==> src/include/rfc_defines.vh <==
// Constants for the reference and feedback combiner
`ifndef RFC_DEFINES_VH
`define RFC_DEFINES_VH

// Data widths
`define RFC_DW            16
`define RFC_OW            32

// Clock rate and digipot step period
`define RFC_CLK_MHZ       10
`define RFC_DIGIPOT_US    10000
`define RFC_DIGIPOT_CYC   20'd100000
`define RFC_DIGIPOT_STEP  16'sh0001
`define RFC_DIGIPOT_MAX   16'sh7fff
`define RFC_DIGIPOT_MIN   16'sh8001

// Reset values
`define RFC_PRESET_RST    16'h0000
`define RFC_DIGIPOT_RST   16'h0000

// Reference source select codes
`define RFC_SRC_NONE      3'h0
`define RFC_SRC_AIN0      3'h1
`define RFC_SRC_AIN1      3'h2
`define RFC_SRC_PULSE     3'h3
`define RFC_SRC_DIGIPOT   3'h4

// Active reference modes
`define RFC_REF_EXT       2'h0
`define RFC_REF_PRESET    2'h1
`define RFC_REF_SUM       2'h2

// Feedback configurations
`define RFC_CFG_SINGLE    2'h0
`define RFC_CFG_MZONE     2'h1
`define RFC_CFG_MSETP     2'h2

// Feedback function codes
`define RFC_FB_FB1        4'h0
`define RFC_FB_FB2        4'h1
`define RFC_FB_FB3        4'h2
`define RFC_FB_SUM        4'h3
`define RFC_FB_DIFF       4'h4
`define RFC_FB_AVG        4'h5
`define RFC_FB_MIN        4'h6
`define RFC_FB_MAX        4'h7
`define RFC_FB_MSP_MIN    4'hd
`define RFC_FB_MSP_MAX    4'he

// Controller time settings, seconds
`define RFC_ITIME_OFF     16'h2710
`define RFC_DTIME_OFF     16'h0000

// Scaling divisor, percent
`define RFC_PCT_DIV       27'sd100

`endif

==> src/design/rfc_top.v <==
// Reference and feedback combiner for a closed-loop speed controller
// Function
// - Eight programmable presets, one active
// - Preset chosen by inputs or bus
// - Three source selects feed reference contributions
// - Digipot up, down, optional clear inputs
// - Contributions plus bus reference form total
// - Active reference: external, preset or sum
// - Final reference is X plus X*Y/100
// - Single zone: setpoint 1 plus reference
// - Multi-zone combines feedbacks; difference uses 1,2
// - Multi-zone single setpoint uses setpoint 1
// - Code 14 forwards smallest zone difference
// - Code 13 forwards largest zone difference
// - Zone difference is setpoint minus feedback
// - Differences compared as signed values
// - Optional square root feedback conversion
// - Integral 10000 s off, derivative 0 off
`timescale 1ns/10ps
`default_nettype none
`include "rfc_defines.vh"

module rfc_top #(
  parameter [19:0] DIGIPOT_CYC = `RFC_DIGIPOT_CYC
) (
  input  wire               CORE_CLK,
  input  wire               SRST,
  input  wire               PRESET_WR,
  input  wire [2:0]         PRESET_WR_IDX,
  input  wire [15:0]        PRESET_WR_VAL,
  input  wire               PRESET_FROM_BUS,
  input  wire [2:0]         DIN_PRESET,
  input  wire [2:0]         BUS_PRESET,
  input  wire [2:0]         SRC_SEL1,
  input  wire [2:0]         SRC_SEL2,
  input  wire [2:0]         SRC_SEL3,
  input  wire [15:0]        AIN0,
  input  wire [15:0]        AIN1,
  input  wire [15:0]        PULSE_REF,
  input  wire [15:0]        BUS_REF,
  input  wire               DIN_UP,
  input  wire               DIN_DOWN,
  input  wire               DIN_CLEAR,
  input  wire [1:0]         REF_MODE,
  input  wire [7:0]         REL_PCT,
  input  wire [1:0]         FB_CFG,
  input  wire [3:0]         FB_FUNC,
  input  wire               FB_THREE,
  input  wire [2:0]         SQRT_EN,
  input  wire [15:0]        FB1,
  input  wire [15:0]        FB2,
  input  wire [15:0]        FB3,
  input  wire [15:0]        SP1,
  input  wire [15:0]        SP2,
  input  wire [15:0]        SP3,
  input  wire [15:0]        ITIME,
  input  wire [15:0]        DTIME,
  output reg  [31:0]        REF_OUT,
  output reg  [31:0]        EXT_REF_OUT,
  output reg  [31:0]        SP_OUT,
  output reg  [31:0]        FB_OUT,
  output reg  [1:0]         ZONE_OUT,
  output reg  [2:0]         PRESET_ACT,
  output reg  [15:0]        DIGIPOT_OUT,
  output reg                INT_OFF,
  output reg                DER_OFF
);

  // Integer square root, digit by digit; 30-bit radicand, 15-bit root
  function [14:0] isqrt;
    input [29:0] val;
    reg   [29:0] rem;
    reg   [14:0] root;
    reg   [29:0] trial;
    integer      i;
    begin
      rem  = val;
      root = 15'h0000;
      for (i = 14; i >= 0; i = i - 1)
      begin
        trial = ({15'h0000, root} << (i + 1)) + (30'h00000001 << (2 * i));
        if (rem >= trial)
        begin
          rem  = rem - trial;
          root = root | (15'h0001 << i);
        end
      end
      isqrt = root;
    end
  endfunction

  // Pick one reference contribution by its source code
  function signed [15:0] src_pick;
    input [2:0]  sel;
    input [15:0] a0;
    input [15:0] a1;
    input [15:0] pl;
    input [15:0] dp;
    begin
      case (sel)
        `RFC_SRC_AIN0:    src_pick = a0;
        `RFC_SRC_AIN1:    src_pick = a1;
        `RFC_SRC_PULSE:   src_pick = pl;
        `RFC_SRC_DIGIPOT: src_pick = dp;
        default:          src_pick = 16'sh0000;
      endcase
    end
  endfunction

  // Pin synchronisers; first stage is read only by the second
  wire [5:0] pin_raw = {DIN_CLEAR, DIN_DOWN, DIN_UP, DIN_PRESET};
  reg  [5:0] pin_m_q;
  reg  [5:0] pin_s_q;
  genvar g;
  generate
    for (g = 0; g < 6; g = g + 1)
    begin : g_sync
      always @(posedge CORE_CLK)
      begin
        if (SRST)
        begin
          pin_m_q[g] <= 1'b0;
          pin_s_q[g] <= 1'b0;
        end
        else
        begin
          pin_m_q[g] <= pin_raw[g];
          pin_s_q[g] <= pin_m_q[g];
        end
      end
    end
  endgenerate

  wire [2:0] din_preset_s = pin_s_q[2:0];
  wire       up_s         = pin_s_q[3];
  wire       down_s       = pin_s_q[4];
  wire       clear_s      = pin_s_q[5];

  // Preset store, written one entry at a time
  reg [15:0] preset_mem [0:7];
  integer    k;
  always @(posedge CORE_CLK)
  begin
    if (SRST)
    begin
      for (k = 0; k < 8; k = k + 1)
        preset_mem[k] <= `RFC_PRESET_RST;
    end
    else if (PRESET_WR)
      preset_mem[PRESET_WR_IDX] <= PRESET_WR_VAL;
  end

  wire [2:0]         preset_idx = PRESET_FROM_BUS ? BUS_PRESET : din_preset_s;
  wire signed [15:0] preset_val = preset_mem[preset_idx];

  // Digipot: one step per period so a held input ramps at a usable rate
  reg         [19:0] dp_cnt_q;
  reg  signed [15:0] dp_q;
  wire               dp_tick = (dp_cnt_q >= DIGIPOT_CYC - 20'h00001);
  always @(posedge CORE_CLK)
  begin
    if (SRST || !(up_s ^ down_s))
      dp_cnt_q <= 20'h00000;
    else if (dp_tick)
      dp_cnt_q <= 20'h00000;
    else
      dp_cnt_q <= dp_cnt_q + 20'h00001;
  end

  always @(posedge CORE_CLK)
  begin
    if (SRST)
      dp_q <= `RFC_DIGIPOT_RST;
    else if (clear_s)                    // Clear overrides ramping
      dp_q <= `RFC_DIGIPOT_RST;
    else if (dp_tick && up_s && !down_s && dp_q != `RFC_DIGIPOT_MAX)
      dp_q <= dp_q + `RFC_DIGIPOT_STEP;
    else if (dp_tick && down_s && !up_s && dp_q != `RFC_DIGIPOT_MIN)
      dp_q <= dp_q - `RFC_DIGIPOT_STEP;
  end

  wire signed [15:0] c1 = src_pick(SRC_SEL1, AIN0, AIN1, PULSE_REF, dp_q);
  wire signed [15:0] c2 = src_pick(SRC_SEL2, AIN0, AIN1, PULSE_REF, dp_q);
  wire signed [15:0] c3 = src_pick(SRC_SEL3, AIN0, AIN1, PULSE_REF, dp_q);

  // external sum, 18 bits holds four terms
  wire signed [17:0] ext_sum = {{2{c1[15]}}, c1} + {{2{c2[15]}}, c2}
                             + {{2{c3[15]}}, c3} + {{2{BUS_REF[15]}}, BUS_REF};

  reg signed [18:0] act_x;
  always @*
  begin
    case (REF_MODE)
      `RFC_REF_EXT:    act_x = {ext_sum[17], ext_sum};
      `RFC_REF_PRESET: act_x = {{3{preset_val[15]}}, preset_val};
      `RFC_REF_SUM:    act_x = {ext_sum[17], ext_sum} + {{3{preset_val[15]}}, preset_val};
      default:         act_x = {ext_sum[17], ext_sum};
    endcase
  end

  // relative scaling; division truncates toward zero
  wire signed [7:0]  rel_y   = REL_PCT;
  wire signed [26:0] prod    = {{8{act_x[18]}}, act_x} * {{19{rel_y[7]}}, rel_y};
  wire signed [26:0] scaled  = prod / `RFC_PCT_DIV;
  wire signed [27:0] fin_ref = {{9{act_x[18]}}, act_x} + {scaled[26], scaled};

  // square root per feedback; radicand shifted up 15 bits for resolution
  wire [15:0] fb_raw [0:2];
  wire [15:0] fb_c   [0:2];
  assign fb_raw[0] = FB1;
  assign fb_raw[1] = FB2;
  assign fb_raw[2] = FB3;
  generate
    for (g = 0; g < 3; g = g + 1)
    begin : g_conv
      // Negative pressure has no root; it maps to zero
      assign fb_c[g] = !SQRT_EN[g] ? fb_raw[g] :
                       fb_raw[g][15] ? 16'h0000 :
                       {1'b0, isqrt({fb_raw[g][14:0], 15'h0000})};
    end
  endgenerate

  wire signed [17:0] f1 = {{2{fb_c[0][15]}}, fb_c[0]};
  wire signed [17:0] f2 = {{2{fb_c[1][15]}}, fb_c[1]};
  wire signed [17:0] f3 = FB_THREE ? {{2{fb_c[2][15]}}, fb_c[2]} : 18'sh00000;
  wire signed [17:0] f3m = {{2{fb_c[2][15]}}, fb_c[2]};
  wire signed [17:0] fsum = f1 + f2 + f3;
  wire signed [17:0] favg = fsum / (FB_THREE ? 18'sd3 : 18'sd2);
  wire signed [17:0] fmn12 = (f1 < f2) ? f1 : f2;
  wire signed [17:0] fmx12 = (f1 > f2) ? f1 : f2;

  wire signed [17:0] d1 = {{2{SP1[15]}}, SP1} - f1;
  wire signed [17:0] d2 = {{2{SP2[15]}}, SP2} - f2;
  wire signed [17:0] d3 = {{2{SP3[15]}}, SP3} - f3m;

  // signed zone ranking; ties keep the lower zone
  reg [1:0] zsel;
  always @*
  begin
    if (FB_FUNC == `RFC_FB_MSP_MAX)
    begin
      zsel = (d2 < d1) ? 2'h1 : 2'h0;
      if (FB_THREE && d3 < ((d2 < d1) ? d2 : d1))
        zsel = 2'h2;
    end
    else
    begin
      zsel = (d2 > d1) ? 2'h1 : 2'h0;
      if (FB_THREE && d3 > ((d2 > d1) ? d2 : d1))
        zsel = 2'h2;
    end
  end

  // Feedback and setpoint selection per configuration
  reg signed [17:0] fb_sel;
  reg signed [31:0] sp_sel;
  reg        [1:0]  zone_sel;
  always @*
  begin
    fb_sel   = f1;
    zone_sel = 2'h0;
    sp_sel   = {{16{SP1[15]}}, SP1};
    case (FB_CFG)
      `RFC_CFG_SINGLE:
      begin
        sp_sel = {{16{SP1[15]}}, SP1} + {{4{fin_ref[27]}}, fin_ref};
        case (FB_FUNC)
          `RFC_FB_FB2: fb_sel = f2;
          `RFC_FB_FB3: fb_sel = f3m;
          default:     fb_sel = f1;
        endcase
      end
      `RFC_CFG_MZONE:
      begin
        case (FB_FUNC)
          `RFC_FB_SUM:  fb_sel = fsum;
          `RFC_FB_DIFF: fb_sel = f1 - f2;
          `RFC_FB_AVG:  fb_sel = favg;
          `RFC_FB_MIN:  fb_sel = (FB_THREE && f3m < fmn12) ? f3m : fmn12;
          `RFC_FB_MAX:  fb_sel = (FB_THREE && f3m > fmx12) ? f3m : fmx12;
          default:      fb_sel = f1;
        endcase
      end
      `RFC_CFG_MSETP:
      begin
        zone_sel = zsel;
        case (zsel)
          2'h1:
          begin
            fb_sel = f2;
            sp_sel = {{16{SP2[15]}}, SP2};
          end
          2'h2:
          begin
            fb_sel = f3m;
            sp_sel = {{16{SP3[15]}}, SP3};
          end
          default:
          begin
            fb_sel = f1;
            sp_sel = {{16{SP1[15]}}, SP1};
          end
        endcase
      end
      default:
      begin
        fb_sel = f1;
      end
    endcase
  end

  // Output registers, one cycle after the same-domain inputs
  always @(posedge CORE_CLK)
  begin
    if (SRST)
    begin
      REF_OUT     <= 32'h00000000;
      EXT_REF_OUT <= 32'h00000000;
      SP_OUT      <= 32'h00000000;
      FB_OUT      <= 32'h00000000;
      ZONE_OUT    <= 2'h0;
      PRESET_ACT  <= 3'h0;
      DIGIPOT_OUT <= 16'h0000;
      INT_OFF     <= 1'b0;
      DER_OFF     <= 1'b0;
    end
    else
    begin
      REF_OUT     <= {{4{fin_ref[27]}}, fin_ref};
      EXT_REF_OUT <= {{14{ext_sum[17]}}, ext_sum};
      SP_OUT      <= sp_sel;
      FB_OUT      <= {{14{fb_sel[17]}}, fb_sel};
      ZONE_OUT    <= zone_sel;
      PRESET_ACT  <= preset_idx;
      DIGIPOT_OUT <= dp_q;
      INT_OFF     <= (ITIME == `RFC_ITIME_OFF);
      DER_OFF     <= (DTIME == `RFC_DTIME_OFF);
    end
  end

endmodule

`default_nettype wire

==> config.mk <==
export PLATFORM = sky130hd
export DESIGN_NAME = rfc_top
export DESIGN_NICKNAME = d
export VERILOG_FILES = /design/src/design/rfc_top.v
export VERILOG_INCLUDE_DIRS = /design/src /design/src/include
export SDC_FILE = /design/constraint.sdc
export NUM_CORES = 2
export LEC_CHECK = 0
export ABC_AREA = 1
export ABC_CLOCK_PERIOD_IN_PS = 53400
export BUFFER_PORTS_ARGS = -buffer_cell sky130_fd_sc_hd__buf_2
export CAP_MARGIN = 20
export CORE_MARGIN = 8
export CORE_UTILIZATION = 40
export DETAILED_ROUTE_END_ITERATION = 10
export GPL_ROUTABILITY_DRIVEN = 1
export SKIP_CTS_REPAIR_TIMING = 1
export SLEW_MARGIN = 30
export SYNTH_ARGS = -nofsm -noshare
export SYNTH_HDL_FRONTEND = slang
export SYNTH_SLANG_ARGS = --single-unit
==> constraint.sdc <==
create_clock -name CORE_CLK -period 53.4 [get_ports CORE_CLK]
set_clock_uncertainty 0.1 [all_clocks]
set_input_delay 2.67 -clock CORE_CLK [delete_from_list [all_inputs] [get_ports CORE_CLK]]
set_output_delay 2.67 -clock CORE_CLK [all_outputs]
set_load 0.02 [all_outputs]
==> impl_results.rst <==
.. list-table::
   :header-rows: 1

   * - Metric
     - Value
   * - Shortest clock period the worst path allows after layout
     - 49.02 ns
   * - Critical path endpoint category
     - flop
   * - Arrival time at the worst endpoint
     - 49.42 ns
   * - RSZ-0062 raised after global routing
     - no
   * - CP delay by family, top
     - simple AND/OR/NAND/NOR gates
   * - H-tree depth
     - 2
   * - Wire length of the first global-routing pass
     - 431 mm
   * - Top cells by area in the synthesized netlist
     - sky130_fd_sc_hd__nand2_1 17%, sky130_fd_sc_hd__ha_1 12%, sky130_fd_sc_hd__inv_1 9.6%, sky130_fd_sc_hd__nor2_1 7.1%, sky130_fd_sc_hd__nand3_1 7.0%
   * - Initial antenna violation count
     - 43
   * - Cell Area, Synth
     - 72800 sq um
   * - Top-level I/O count
     - 404
   * - Clock-pin slew of the registers on the worst-case setup and hold paths
     - 0.06 ns
   * - Syn-to-layout area delta
     - 7.59%
   * - Worst Tran Pin Value
     - 1.07 ns
   * - Global routing usage summed across all routing layers
     - 0.267
   * - Library cell used as clock root buffer
     - sky130_fd_sc_hd__clkbuf_16
   * - Critical Path Start Type
     - input pin
   * - TritonCTS sink count
     - 292
   * - Sum of net half-perimeters after detailed placement
     - 232 mm
   * - Most numerous cell types in the synthesized netlist
     - 3284 x sky130_fd_sc_hd__nand2_1, 1871 x sky130_fd_sc_hd__inv_1, 1369 x sky130_fd_sc_hd__nor2_1
   * - Final core occ
     - 0.433
   * - Highest-delay cell along the critical path
     - sky130_fd_sc_hd__inv_1
   * - Final-stage net count
     - 13.8k
   * - Most numerous cell on the critical path
     - sky130_fd_sc_hd__nand2_1
   * - Number of instances on the worst hold path
     - 2
   * - TritonCTS clock tree
     - built
   * - WP depth
     - 254
   * - Area of the die
     - 196000 sq um
   * - DRC
     - 0
   * - Clock Latency Late Sink
     - 0.60 ns
   * - Outcome
     - finished clean
   * - Routability-driven placement congestion ratio
     - 1.01
   * - Hold crit path type
     - reg2reg
   * - Mean post-synth cell area
     - 5.87 sq um
   * - Die height
     - 443 microns
   * - Area of the core
     - 181000 sq um
   * - Grt ovf
     - 0
   * - Detailed-route via count
     - 82.3k
   * - Worst path bufs/invs
     - 38
   * - Leading cell type by number of instances after synthesis
     - sky130_fd_sc_hd__nand2_1
   * - Post-synth top area cell
     - sky130_fd_sc_hd__nand2_1
   * - Pre-antenna DRT Iters
     - 7
   * - Final WL
     - 279 mm
   * - Row cnt
     - 156
   * - Tightest slew margin relative to the limit
     - 0.288
   * - Number of antenna-violating nets in the routed design
     - 0
   * - Initial detailed-routing violation count
     - 5881
   * - Longest individual stage delay on the worst path
     - 0.56 ns
   * - Share of the cycle needed by the critical path after routing
     - 0.918
   * - Via density per instance
     - 5.45
   * - Clock buffer count from CTS
     - 36
   * - Setup violators final
     - 0
   * - Number of I/O port buffers
     - 403
   * - Maximum net fanout on the critical path
     - 34
   * - Mapped Cells
     - 12.4k
   * - Total of warnings raised by yosys
     - 0
   * - Vias in the first global route
     - 78.9k
   * - Share of cells above drive strength 1
     - 0.0898
   * - Startpoint-to-endpoint class of the critical path
     - in2reg
   * - Sequential element share of the synthesized area
     - 0.0978
   * - Final number of hold-violating endpoints
     - 0
   * - Routed wire length per instance
     - 18.5 microns
   * - Proportion of register bits with asynchronous set or reset after synthesis
     - 0
   * - Data required time of the critical path
     - 53.80 ns
   * - Die boundary width
     - 443 microns
   * - Pin count of the biggest net entering global routing
     - 65
   * - Number of synthesized register bits
     - 292
   * - Number of fill cells
     - 19.5k
   * - Number of distinct library cells after synthesis
     - 87
   * - Starting density of the core
     - 0.403
   * - Max clock buf depth
     - 3
   * - Fmax
     - 20.4 MHz
   * - Max-slew violation count
     - 0
   * - EDFF count, synth
     - 128
   * - Dominant synthesized flop cell
     - sky130_fd_sc_hd__dfxtp_1
   * - Maximum capacitance violations
     - 0
   * - Area fraction of the dominant cell type after synthesis
     - 0.169
   * - Worst r2r path cells
     - 187
   * - Total Neg Setup Slack
     - 0 ns
## worst register-to-register path, delay by kind of cell (launching register included)
| family | cells | cell delay (ns) |
|---|---|---|
| buf+inv | 20 | 2.86 |
| xor+xnor | 2 | 0.71 |
| simple gates | 123 | 14.48 |
| compound gates | 30 | 4.73 |
| fa+ha+maj | 12 | 5.41 |
| flops | 1 | 0.35 |
## final cells by class
| type | count | area (sq um) | share of cell area |
|---|---|---|---|
| flip-flops and latches | 292 | 7130 | 0.0909 |
| diodes | 28 | 70.1 | 0.000894 |
| clock inverters | 21 | 302 | 0.00385 |
| well taps | 2370 | 2970 | 0.0378 |
| repair buffers | 498 | 2730 | 0.0349 |
| inverters | 1985 | 7500 | 0.0957 |
| multi-input cells | 9863 | 56700 | 0.724 |
| clock buffers | 43 | 957 | 0.0122 |
## cell families (layout without fill, tap and decap cells)
family	after synthesis	count (layout)	share of synthesized area
fa+ha+maj	854	854	0.165
compound gates	1835	1835	0.145
xor+xnor	386	386	0.0469
simple gates	6784	6784	0.420
other cells	1	31	0.0000515
buf+inv	2263	2547	0.125
flops	292	292	0.0978
mux	1	1	0.000137
## registers in the layout (all words and copies together) (netlist names), 3 cells and up
| name | flops |
|---|---|
| PRESET_ACT | 3 |
| FB_OUT | 18 |
| preset_mem | 128 |
| dp_q | 16 |
| dp_cnt_q | 20 |
| EXT_REF_OUT | 18 |
| DIGIPOT_OUT | 16 |
| REF_OUT | 28 |
| pin_m_q | 6 |
| SP_OUT | 29 |
| din_preset_s | 3 |
## through the flow
step                      instance area (sq um)  hold WS [ns]  setup slack (ns)  cells
final                                     78400         0.294              4.38  15100
after global routing                      78400         0.325            0.0740  15100
after CTS                                 78100         0.297              1.82  15100
after detailed placement                  76900         0.293              1.34  15000
after global placement                    76900         0.290              1.61  15000
after floorplan                           72800         0.288             13.56  12400
## path summary, 6_finish.rpt
path / start / endpoint / slack [ns]
setup reg to reg: dp_q[0]$_SDFFE_PP0P_ / SP_OUT[30]$_SDFF_PP0_ / 24.63
setup / recovery: FB2[5] / FB_OUT[16]$_SDFF_PP0_ / 4.38
hold / removal: pin_m_q[3]$_SDFF_PP0_ / up_s$_SDFF_PP0_ / 0.29
hold reg to reg: pin_m_q[3]$_SDFF_PP0_ / up_s$_SDFF_PP0_ / 0.29
## metal layers
metal | global-route usage | share of wire | vias up
li1 | - | - | 41200
met1 | 0.319 | 0.42 | 38000
met2 | 0.466 | 0.47 | 2428
met3 | 0.0273 | 0.048 | 620
met4 | 0.155 | 0.067 | 8
met5 | 0 | 0.00018 | -
## layout by cell type, fill, tap and decap left out, types with 96 or more instances in the layout
cell type / Yosys / final
sky130_fd_sc_hd__nand2_2: 170 / 175
sky130_fd_sc_hd__ha_1: 672 / 672
sky130_fd_sc_hd__nand4_1: 374 / 374
sky130_fd_sc_hd__inv_1: 1871 / 1861
sky130_fd_sc_hd__o22ai_1: 108 / 106
sky130_fd_sc_hd__a21oi_1: 535 / 535
sky130_fd_sc_hd__nor3_1: 125 / 123
sky130_fd_sc_hd__fa_1: 182 / 182
sky130_fd_sc_hd__xor2_1: 274 / 274
sky130_fd_sc_hd__dfxtp_1: 164 / 164
sky130_fd_sc_hd__buf_2: 26 / 402
sky130_fd_sc_hd__buf_4: 58 / 96
sky130_fd_sc_hd__nand3_1: 1024 / 1024
sky130_fd_sc_hd__edfxtp_1: 128 / 128
sky130_fd_sc_hd__nor2_1: 1369 / 1368
sky130_fd_sc_hd__xnor2_1: 109 / 109
sky130_fd_sc_hd__nand2_1: 3284 / 3279
sky130_fd_sc_hd__o21ai_0: 704 / 695
Power is left out: the tool's default activity adds up to more than one toggle a clock period on the data nets, which glitch-free logic cannot reach.
